<file path="src/hw/ouhbp_pkg.sv">
// Purpose: Shared constants for the octal UART host bus port
// Assumes: Single 25 MHz clock, synchronous active-low reset
// Notes: Field positions of the 8-bit address
package ouhbp_pkg;
	localparam int OUHBP_AW = 8;
	localparam int OUHBP_DW = 8;
	localparam int OUHBP_NCH = 8;
	localparam int OUHBP_NREG = 16;
	localparam int OUHBP_REG_LSB = 0;
	localparam int OUHBP_REG_MSB = 3;
	localparam int OUHBP_CH_LSB = 4;
	localparam int OUHBP_CH_MSB = 6;
	localparam int OUHBP_GLB_BIT = 7;
	localparam logic [3:0] OUHBP_GLB_ISR_OFS = 4'h0;
	localparam logic [7:0] OUHBP_BYTE_ZERO = 8'h00;
	localparam logic [1:0] OUHBP_SYNC_IDLE = 2'h3;
	localparam logic [2:0] OUHBP_CNT_ZERO = 3'h0;
	localparam logic [2:0] OUHBP_STROBE_LOW_CYC = 3'h4;
	localparam logic [2:0] OUHBP_SETUP_CYC = 3'h2;
	typedef enum logic [3:0]
	{
		OUHBP_H_IDLE = 4'h1,
		OUHBP_H_SETUP = 4'h2,
		OUHBP_H_STROBE = 4'h4,
		OUHBP_H_HOLD = 4'h8
	} ouhbp_hst_t;
endpackage

</file>
<file path="src/hw/ouhbp_if.sv">
// Purpose: Pin bundle between host processor bus and the octal UART port
// Assumes: Open-drain and two-way pins resolved by the testbench
// Notes: Enable high while a party drives
`timescale 1ns/1ns
interface ouhbp_if;
	logic [7:0] addr;
	logic [7:0] data_h;
	logic data_h_oe;
	logic [7:0] data_d;
	logic data_d_oe;
	logic read_strobe_n;
	logic write_strobe_n;
	logic chip_sel_n;
	logic bus_mode_sep;
	logic irq_n_oe;
	logic irq_n_in;
	modport dev
	(
		input addr, data_h, data_h_oe, read_strobe_n, write_strobe_n, chip_sel_n, bus_mode_sep, irq_n_in,
		output data_d, data_d_oe, irq_n_oe
	);
	modport host
	(
		input data_d, data_d_oe, irq_n_in,
		output addr, data_h, data_h_oe, read_strobe_n, write_strobe_n, chip_sel_n, bus_mode_sep
	);
endinterface

</file>
<file path="src/hw/ouhbp_dev.sv">
// Purpose: Device end: address decode, register access, shared interrupt
// Assumes: Pins come from outside the clock and pass two flip-flops
// Notes: Strobe edges are detected on synchronised pins
`timescale 1ns/1ns
// Contract
// RULE_01: A3..A0 select one of sixteen registers
// RULE_02: A6..A4 select channel zero to seven
// RULE_03: A7 selects global registers
// RULE_04: Mode pin high separate strobes, low single
// RULE_05: Read strobe fall drives addressed byte
// RULE_06: Write strobe trailing edge stores data byte
// RULE_07: Chip select gates strobes in separate mode
// RULE_08: Single mode: write pin is direction
// RULE_09: Single mode: chip select is strobe
// RULE_10: Single mode: host ties read strobe high
// RULE_11: Open-drain interrupt only pulls low
// RULE_12: Global register shows all channel interrupts
// RULE_13: Data bus driven only during reads
// RULE_14: Host holds address, direction during strobe
module ouhbp_dev
	import ouhbp_pkg::*;
(
	// Clock and reset
	input wire logic clock,
	input wire logic rstn,
	// Bus pins
	ouhbp_if.dev bus,
	// Channel interrupt requests
	input wire logic [OUHBP_NCH-1:0] ch_irq,
	// Global register write port
	output logic glb_wr_q,
	output logic [3:0] glb_wr_ofs_q,
	output logic [7:0] glb_wr_data_q,
	// Read data for global registers other than the source register
	input wire logic [7:0] glb_rd_data
);
	// ****************************************
	// Synchronisers
	// ****************************************
	logic [7:0] addr_s1_q, addr_s2_q;
	logic [7:0] din_s1_q, din_s2_q;
	logic [1:0] rd_sync_q, wr_sync_q, cs_sync_q, mode_sync_q;
	logic [OUHBP_NCH-1:0] irq_s1_q, irq_s2_q;
	always_ff @(posedge clock)
	begin
		if (!rstn)
		begin
			rd_sync_q <= OUHBP_SYNC_IDLE;
			wr_sync_q <= OUHBP_SYNC_IDLE;
			cs_sync_q <= OUHBP_SYNC_IDLE;
			mode_sync_q <= OUHBP_SYNC_IDLE;
		end
		else
		begin
			rd_sync_q <= {rd_sync_q[0], bus.read_strobe_n};
			wr_sync_q <= {wr_sync_q[0], bus.write_strobe_n};
			cs_sync_q <= {cs_sync_q[0], bus.chip_sel_n};
			mode_sync_q <= {mode_sync_q[0], bus.bus_mode_sep};
		end
	end

	always_ff @(posedge clock)
	begin
		if (!rstn)
		begin
			addr_s1_q <= OUHBP_BYTE_ZERO;
			addr_s2_q <= OUHBP_BYTE_ZERO;
			din_s1_q <= OUHBP_BYTE_ZERO;
			din_s2_q <= OUHBP_BYTE_ZERO;
		end
		else
		begin
			addr_s1_q <= bus.addr;
			addr_s2_q <= addr_s1_q;
			din_s1_q <= bus.data_h;
			din_s2_q <= din_s1_q;
		end
	end

	always_ff @(posedge clock)
	begin
		if (!rstn)
		begin
			irq_s1_q <= '0;
			irq_s2_q <= '0;
		end
		else
		begin
			irq_s1_q <= ch_irq;
			irq_s2_q <= irq_s1_q;
		end
	end

	// ****************************************
	// Access qualification
	// ****************************************
	logic sep_mode;
	logic rd_act, wr_act;
	logic rd_act_q, wr_act_q;
	assign sep_mode = mode_sync_q[1]; // RULE_04
	always_comb
	begin
		if (sep_mode)
		begin
			rd_act = !cs_sync_q[1] && !rd_sync_q[1]; // RULE_05 RULE_07
			wr_act = !cs_sync_q[1] && !wr_sync_q[1]; // RULE_06 RULE_07
		end
		else
		begin
			rd_act = !cs_sync_q[1] && wr_sync_q[1]; // RULE_08 RULE_09
			wr_act = !cs_sync_q[1] && !wr_sync_q[1]; // RULE_08 RULE_09
		end
	end
	always_ff @(posedge clock)
	begin
		if (!rstn)
		begin
			rd_act_q <= 1'b0;
			wr_act_q <= 1'b0;
		end
		else
		begin
			rd_act_q <= rd_act;
			wr_act_q <= wr_act;
		end
	end

	// ****************************************
	// Address decode and register store
	// ****************************************
	logic [3:0] reg_ofs;
	logic [2:0] ch_sel;
	logic glb_sel;
	logic [7:0] regs_q [OUHBP_NCH][OUHBP_NREG];
	logic [7:0] wr_byte_q;
	logic [7:0] irq_src;
	assign reg_ofs = addr_s2_q[OUHBP_REG_MSB:OUHBP_REG_LSB]; // RULE_01
	assign ch_sel = addr_s2_q[OUHBP_CH_MSB:OUHBP_CH_LSB]; // RULE_02
	assign glb_sel = addr_s2_q[OUHBP_GLB_BIT]; // RULE_03
	assign irq_src = irq_s2_q; // RULE_12
	always_ff @(posedge clock)
	begin
		if (!rstn)
			wr_byte_q <= OUHBP_BYTE_ZERO;
		else if (wr_act)
			wr_byte_q <= din_s2_q;
	end
	generate
		for (genvar c = 0; c < OUHBP_NCH; c++)
		begin : g_ch
			for (genvar r = 0; r < OUHBP_NREG; r++)
			begin : g_reg
				always_ff @(posedge clock)
				begin
					if (!rstn)
						regs_q[c][r] <= OUHBP_BYTE_ZERO;
					else if (wr_act_q && !wr_act && !glb_sel && ch_sel == 3'(c) && reg_ofs == 4'(r))
						regs_q[c][r] <= wr_byte_q; // RULE_06
				end
			end
		end
	endgenerate
	always_ff @(posedge clock)
	begin
		if (!rstn)
			glb_wr_q <= 1'b0;
		else
			glb_wr_q <= wr_act_q && !wr_act && glb_sel; // RULE_03 RULE_06
	end
	always_ff @(posedge clock)
	begin
		if (!rstn)
		begin
			glb_wr_ofs_q <= OUHBP_GLB_ISR_OFS;
			glb_wr_data_q <= OUHBP_BYTE_ZERO;
		end
		else
		begin
			glb_wr_ofs_q <= reg_ofs;
			glb_wr_data_q <= wr_byte_q;
		end
	end

	// ****************************************
	// Read drive and interrupt
	// ****************************************
	always_ff @(posedge clock)
	begin
		if (!rstn)
			bus.data_d_oe <= 1'b0;
		else
			bus.data_d_oe <= rd_act; // RULE_13
	end

	always_ff @(posedge clock)
	begin
		if (!rstn)
			bus.data_d <= OUHBP_BYTE_ZERO;
		else if (rd_act && !rd_act_q)
		begin
			if (glb_sel)
				bus.data_d <= (reg_ofs == OUHBP_GLB_ISR_OFS) ? irq_src : glb_rd_data; // RULE_12
			else
				bus.data_d <= regs_q[ch_sel][reg_ofs]; // RULE_05
		end
	end
	always_ff @(posedge clock)
	begin
		if (!rstn)
			bus.irq_n_oe <= 1'b0;
		else
			bus.irq_n_oe <= |irq_src; // RULE_11
	end
endmodule

</file>
<file path="src/flat_wrapper.sv">
// flat-port wrapper written by rule: the top's interface ports become plain ports
module ouhbp_dev_flat import ouhbp_pkg::*;
  (clock, rstn, ch_irq, glb_wr_q, glb_wr_ofs_q, glb_wr_data_q, glb_rd_data, bus_addr, bus_data_h, bus_data_h_oe, bus_read_strobe_n, bus_write_strobe_n, bus_chip_sel_n, bus_bus_mode_sep, bus_irq_n_in, bus_data_d, bus_data_d_oe, bus_irq_n_oe);
  ouhbp_if bus_i ();
  input wire logic clock;
  input wire logic rstn;
  input wire logic [OUHBP_NCH-1:0] ch_irq;
  output logic glb_wr_q;
  output logic [3:0] glb_wr_ofs_q;
  output logic [7:0] glb_wr_data_q;
  input wire logic [7:0] glb_rd_data;
  input wire logic [$bits(bus_i.addr)-1:0] bus_addr;
  input wire logic [$bits(bus_i.data_h)-1:0] bus_data_h;
  input wire logic [$bits(bus_i.data_h_oe)-1:0] bus_data_h_oe;
  input wire logic [$bits(bus_i.read_strobe_n)-1:0] bus_read_strobe_n;
  input wire logic [$bits(bus_i.write_strobe_n)-1:0] bus_write_strobe_n;
  input wire logic [$bits(bus_i.chip_sel_n)-1:0] bus_chip_sel_n;
  input wire logic [$bits(bus_i.bus_mode_sep)-1:0] bus_bus_mode_sep;
  input wire logic [$bits(bus_i.irq_n_in)-1:0] bus_irq_n_in;
  output wire logic [$bits(bus_i.data_d)-1:0] bus_data_d;
  output wire logic [$bits(bus_i.data_d_oe)-1:0] bus_data_d_oe;
  output wire logic [$bits(bus_i.irq_n_oe)-1:0] bus_irq_n_oe;
  assign bus_i.addr = bus_addr;
  assign bus_i.data_h = bus_data_h;
  assign bus_i.data_h_oe = bus_data_h_oe;
  assign bus_i.read_strobe_n = bus_read_strobe_n;
  assign bus_i.write_strobe_n = bus_write_strobe_n;
  assign bus_i.chip_sel_n = bus_chip_sel_n;
  assign bus_i.bus_mode_sep = bus_bus_mode_sep;
  assign bus_i.irq_n_in = bus_irq_n_in;
  assign bus_data_d = bus_i.data_d;
  assign bus_data_d_oe = bus_i.data_d_oe;
  assign bus_irq_n_oe = bus_i.irq_n_oe;
  ouhbp_dev u_core (.clock(clock), .rstn(rstn), .bus(bus_i), .ch_irq(ch_irq), .glb_wr_q(glb_wr_q), .glb_wr_ofs_q(glb_wr_ofs_q), .glb_wr_data_q(glb_wr_data_q), .glb_rd_data(glb_rd_data));
endmodule
</file>
<file path="config.mk">
export PLATFORM = sky130hd
export DESIGN_NAME = ouhbp_dev_flat
export DESIGN_NICKNAME = d
export VERILOG_FILES = /design/src/hw/ouhbp_pkg.sv /design/src/hw/ouhbp_if.sv /design/src/hw/ouhbp_dev.sv /design/src/flat_wrapper.sv
export SDC_FILE = /design/constraint.sdc
export NUM_CORES = 2
export LEC_CHECK = 0
export BUFFER_PORTS_ARGS = -buffer_cell sky130_fd_sc_hd__buf_2
export CAP_MARGIN = 15
export CORE_UTILIZATION = 40
export CTS_CLUSTER_SIZE = 16
export DETAILED_ROUTE_END_ITERATION = 7
export PLACE_DENSITY_LB_ADDON = 0.15
export SLEW_MARGIN = 25
export SYNTH_ARGS = -nofsm -noshare
export SYNTH_HDL_FRONTEND = slang
export SYNTH_SLANG_ARGS = --single-unit
</file>
<file path="constraint.sdc">
create_clock -name clock -period 7 [get_ports clock]
set_input_delay 0.7 -clock clock [delete_from_list [all_inputs] [get_ports clock]]
set_output_delay 0.7 -clock clock [all_outputs]
set_load 0.02 [all_outputs]
</file>
Word-level counts from Yosys, hierarchy flattened. Memories as Yosys holds them, arrays and structs flattened. A register that Yosys moved wholly into a read port is not among the register bits. Index checks and enable logic that the tools add are counted.

Register bits after elaboration: 88. Latch bits: 0. Memory bits (writable): 1024. Memory bits (read-only): 0. Input bits: 40. Output and inout port bits: 23. Logic and storage cells: 843. Memories: 1.

Add/subtract/negate cells: 0. Multipliers: 0. Div/mod/pow operators: 0. $lt $le $gt $ge: 1. Equal/unequal tests: 22. Shifts and indexed selects: 0. Mux-type cells: 520. Bitwise operators: 129. Reduce and logical (&&, ||, !) cells: 152.

Memories: u_core.regs_q (words 8, bits a word 128, rd ports 1, clocked after Yosys merged registers in 1, write ports 8, RTL line ouhbp_dev.sv:134) `logic [7:0] regs_q [OUHBP_NCH][OUHBP_NREG];`.

Operators by type and width (count): two-way mux 8 bit (132); two-way mux 1 bit (386); logical AND 1 bit (143); bitwise OR 1 bit (128); binary-select mux 8 bit (select 4 bit) (1); == test 4 bit (second input constant) (8); == test 4 x 3 -> 1 bit (second input constant) (4); == test 3 bit (second input constant) (4); == test 4 x 2 -> 1 bit (second input constant) (2); OR reduction 8 bit (1); == test 3 x 2 -> 1 bit (second input constant) (2); zero test 1 bit (6); greater-or-equal comparator 5 bit (second input constant) (1); inverter 4 -> 5 bit (1); == test 4 x 1 -> 1 bit (second input constant) (1); zero test 4 bit (1); == test 3 x 1 -> 1 bit (second input constant) (1); zero test 3 bit (1); two-way mux 3 bit (1).

Depth between registers and ports, before layout.
Depth in word-level cells: 11. Depth in mapped cells: 11. Gate-level depth less buffers: 6.

Least setup slack after synthesis. OpenSTA, ideal clock, no wires.

Path kind: register to register. Start point: reg u_core.addr_s2_q[4]. End point: mem u_core.regs_q[3][88] in the netlist's numbering, enable pin. Setup time: 329 ps. Arrival: 1973 ps. Data required time: 6671 ps. Path slack: 4697 ps. Cell stages (with the launch flop): 11. Path buffers: 6. Period minus slack after synthesis: 2303 ps. Cells stage by stage: dfxtp_1 -> buf_6 -> buf_6 -> buf_6 -> buf_4 -> buf_6 -> nand2_1 -> nor2_1 -> buf_2 -> nand2_1 -> nand2_1.

RTL lines: from (decl) (RTL line ouhbp_dev.sv:40) `logic [7:0] addr_s1_q, addr_s2_q;`; from (signal assigned) (RTL line ouhbp_dev.sv:74) `addr_s2_q <= addr_s1_q;`; to (decl) (RTL line ouhbp_dev.sv:134).

==> flow_metrics.tcl <==
set metrics [dict create \
    status "complete, no violations" \
    cp-start-kind "register" \
    place_area_mm2 0.0494 \
    worstPathRequired_ns 7.58 \
    worstSetupPathType "reg2reg" \
    vias_per_cell 5.72 \
    wire_per_inst_um 26.7 \
    first_global_vias 29569 \
    synth_edf_count 1024 \
    cts_tree "done" \
    grt_overflow 0 \
    cts_resized 0 \
    finClkSkew_ns 0.0236 \
    io_pins 63 \
    power.internal_w 0.0113 \
    hp-class "in2reg" \
    setup_tns_ns 0 \
    setup_violations 0 \
    antenna_found_initial 1 \
    die_width_um 348 \
    drv_slew 0 \
    worstPathMaxFanout 40 \
    ir_drop_mv 0.210 \
    clkSinkCount 1112 \
    endpoint_kind "register" \
    drive_above_1_share_pct 12.9 \
    synth.yosys.seq_area_share_pct 68.1 \
    final_nets 3669 \
    finalHoldViolations 0 \
    p_leak_nw 17.0 \
    design_area_mm2 0.0533 \
    htree_levels 3 \
    post-cts-setup-buffers 0 \
    yosysMostFrequentCell "nor2_1" \
    vias 30151 \
    power_switching_w 0.00318 \
    clk_latency_ns 0.72 \
    cap_violations 0 \
    fp.coreArea_mm2 0.118 \
    worst_slew_pin_slew_ns 1.07 \
    clockRootBuffer "clkbuf_16" \
    async_flop_share_pct 0 \
    firstDrtPassIters 5 \
    ys_ff_latch 1112 \
    port_buffers 60 \
    die_area_mm2 0.121 \
    dp_hpwl_mm 86.2 \
    antenna_cells 0 \
    power_density_mw_per_mm2 272 \
    drt_first_iter_violations 3463 \
    syn-cell-area_mm2 0.0478 \
    period_needed_ns 4.23 \
    yosysTopAreaCell "edfxtp_1" \
    drc 0 \
    syn_nets 3725 \
    clock.fmax_ghz 0.236 \
    crit_arrival_ns 4.81 \
    max-slew-margin-rel_pct 28.5 \
    grt_max_degree 120 \
    power_frac_comb_pct 4.5 \
    syn-instance-count 3685 \
    wl_mm 141 \
    dp_cells 5045 \
    layout.cells.non_filler 5267 \
    area.growth.synth_to_final_pct 11.6 \
    place_congestion 0.827 \
    share_seq_of_total_power_pct 52.0 \
    antenna_left 0 \
    synthTopCellsByCount "nor2_1 (1053), edfxtp_1 (1024), nand2_1 (272)" \
    grt_pass1_wl_mm 205 \
    cts_hold_buf 0 \
    start_util_pct 40.4 \
    rsz0062_at_grt "false" \
    synth_top_flop_cell "edfxtp_1" \
    cts_made_buffers 118 \
    ys_top_cells_by_area "edfxtp_1 (64%), nor2_1 (8.3%), mux4_2 (6.2%)" \
    syn_area_per_cell_um2 13.0 \
    swShare_pct 21.9 \
    clk_pin_slew_worst_paths_ns 0.06 \
    clkPwrFrac_pct 43.5 \
    num_rows 126 \
    yosysWarnings 0 \
    synth_top_area_share_pct 64.4 \
    final_util_pct 45.1 \
    hold-worst-slack_ns 0.162 \
    period_share_pct 60.4 \
    grt_usage_pct 23.1 \
    ys_types 61 \
    die_h_um 348 \
    cts.path.max_buffers 3 \
]
[worst max-delay path: stages, from the launching register on]
cell	delay, ns
dfxtp_4	0.70
buf_4	0.61
buf_4	0.49
mux4_2	0.55
o22ai_1	0.42
a41oi_1	0.38
nor4_1	0.74
a21oi_1	0.14
[per-layer routing]
metal,global-route usage [%],vias to the layer above,part of all wire [%]
li1,-,13396,-
met1,32.9,15451,43
met2,37.0,1081,47
met3,3.45,223,6.8
met4,6.23,0,2.6
met5,0,-,0
[per-stage QoR]
step | total power, W | setup slack [ns]
floorplan | 0.00805 | 4.70
global placement | 0.00832 | 2.75
detailed placement | 0.00832 | 2.76
CTS | 0.0146 | 2.76
global route | 0.0149 | 2.58
finish | 0.0145 | 2.77
[placed cells by master (no fill, tap or decap), types with 3 or more instances in the layout]
master     netlist  final
clkbuf_1       193     25
nor4_1           9      9
clkbuf_8         0      8
nand2b_1        13     12
bufinv_16        0      9
nor2_2           4      5
mux4_2         132    132
dfxtp_1         88     85
a21oi_1        121    121
and2_1          53     53
edfxtp_1      1024   1024
buf_4            9     52
nand2_4          0      8
nand3_1         85     85
a2bb2oi_1        5      5
o22a_1          11     11
a41oi_1         29     29
mux2i_1        120    120
o2bb2ai_1      111    111
dfxtp_4          0      3
mux2_2          15     15
a32oi_1          6      6
inv_1           12     11
o22ai_1        108    108
clkinv_2         0     21
buf_2           80     59
nand2_1        272    263
buf_12           0      6
o211ai_1         8      8
nor2_1        1053   1047
a32o_1           8      8
and3b_1         12     12
nor2_4           1      6
nand3b_1        39     39
clkbuf_16        0    125
clkinv_1         0     26
o21ai_0         13     13
[power by group through the flow]
| stage | clock (W) | sequential (W) | combinational [W] |
|---|---|---|---|
| 6_report | 0.00629 | 0.00752 | 0.000657 |
| 2_1_floorplan | 0 | 0.00762 | 0.000421 |
| 4_1_cts | 0.00638 | 0.00752 | 0.000662 |
| 5_1_grt | 0.00664 | 0.00754 | 0.000693 |
| 3_3_place_gp | 0 | 0.00766 | 0.000659 |
| 3_5_place_dp | 0 | 0.00766 | 0.000660 |
[registers in the layout (all words and copies together), names as in the netlist, 4 cells and up]
signal	cells
u_core.bus.data_d	8
u_core.din_s1_q	8
u_core.wr_byte_q	8
u_core.din_s2_q	8
u_core.glb_wr_data_q	8
u_core.addr_s2_q	8
u_core.irq_s2_q	8
u_core.addr_s1_q	8
u_core.glb_wr_ofs_q	4
u_core.regs_q	1024
u_core.irq_s1_q	8
[path summary, 6_finish.rpt]
path	from	to	slack, ns	cells past startpoint
max reg2reg	u_core.addr_s2_q[4]$_SDFF_PN0_	u_core.bus.data_d[1]$_SDFFE_PN0P_	2.77	7
min reg2reg	u_core.rd_sync_q[0]$_SDFF_PN1_	u_core.rd_sync_q[1]$_SDFF_PN1_	0.41	1
max	u_core.addr_s2_q[4]$_SDFF_PN0_	u_core.bus.data_d[1]$_SDFFE_PN0P_	2.77	7
min	bus_write_strobe_n	u_core.wr_sync_q[0]$_SDFF_PN1_	0.16	2
[logic make-up (layout without fill, tap and decap cells)]
group,Yosys count,count (layout),share of synthesized area (%)
multiplexers,268,268,9.12
AND/OR/NAND/NOR,1566,1566,13.7
flip-flops,1112,1112,68.1
buffers and inverters,308,354,2.81
AO/OA/AOI/OAI,431,431,6.31
[final cells by class]
class	instances	area [um2]
timing repair buffer	120	862
fill	10778	64900
clock buffer	160	3340
sequential	1112	32500
inverter	12	47.5
tap	1536	1920
multi-input combinational	2265	14100
clock inverter	62	539
(Power assumes the default switching activity.)
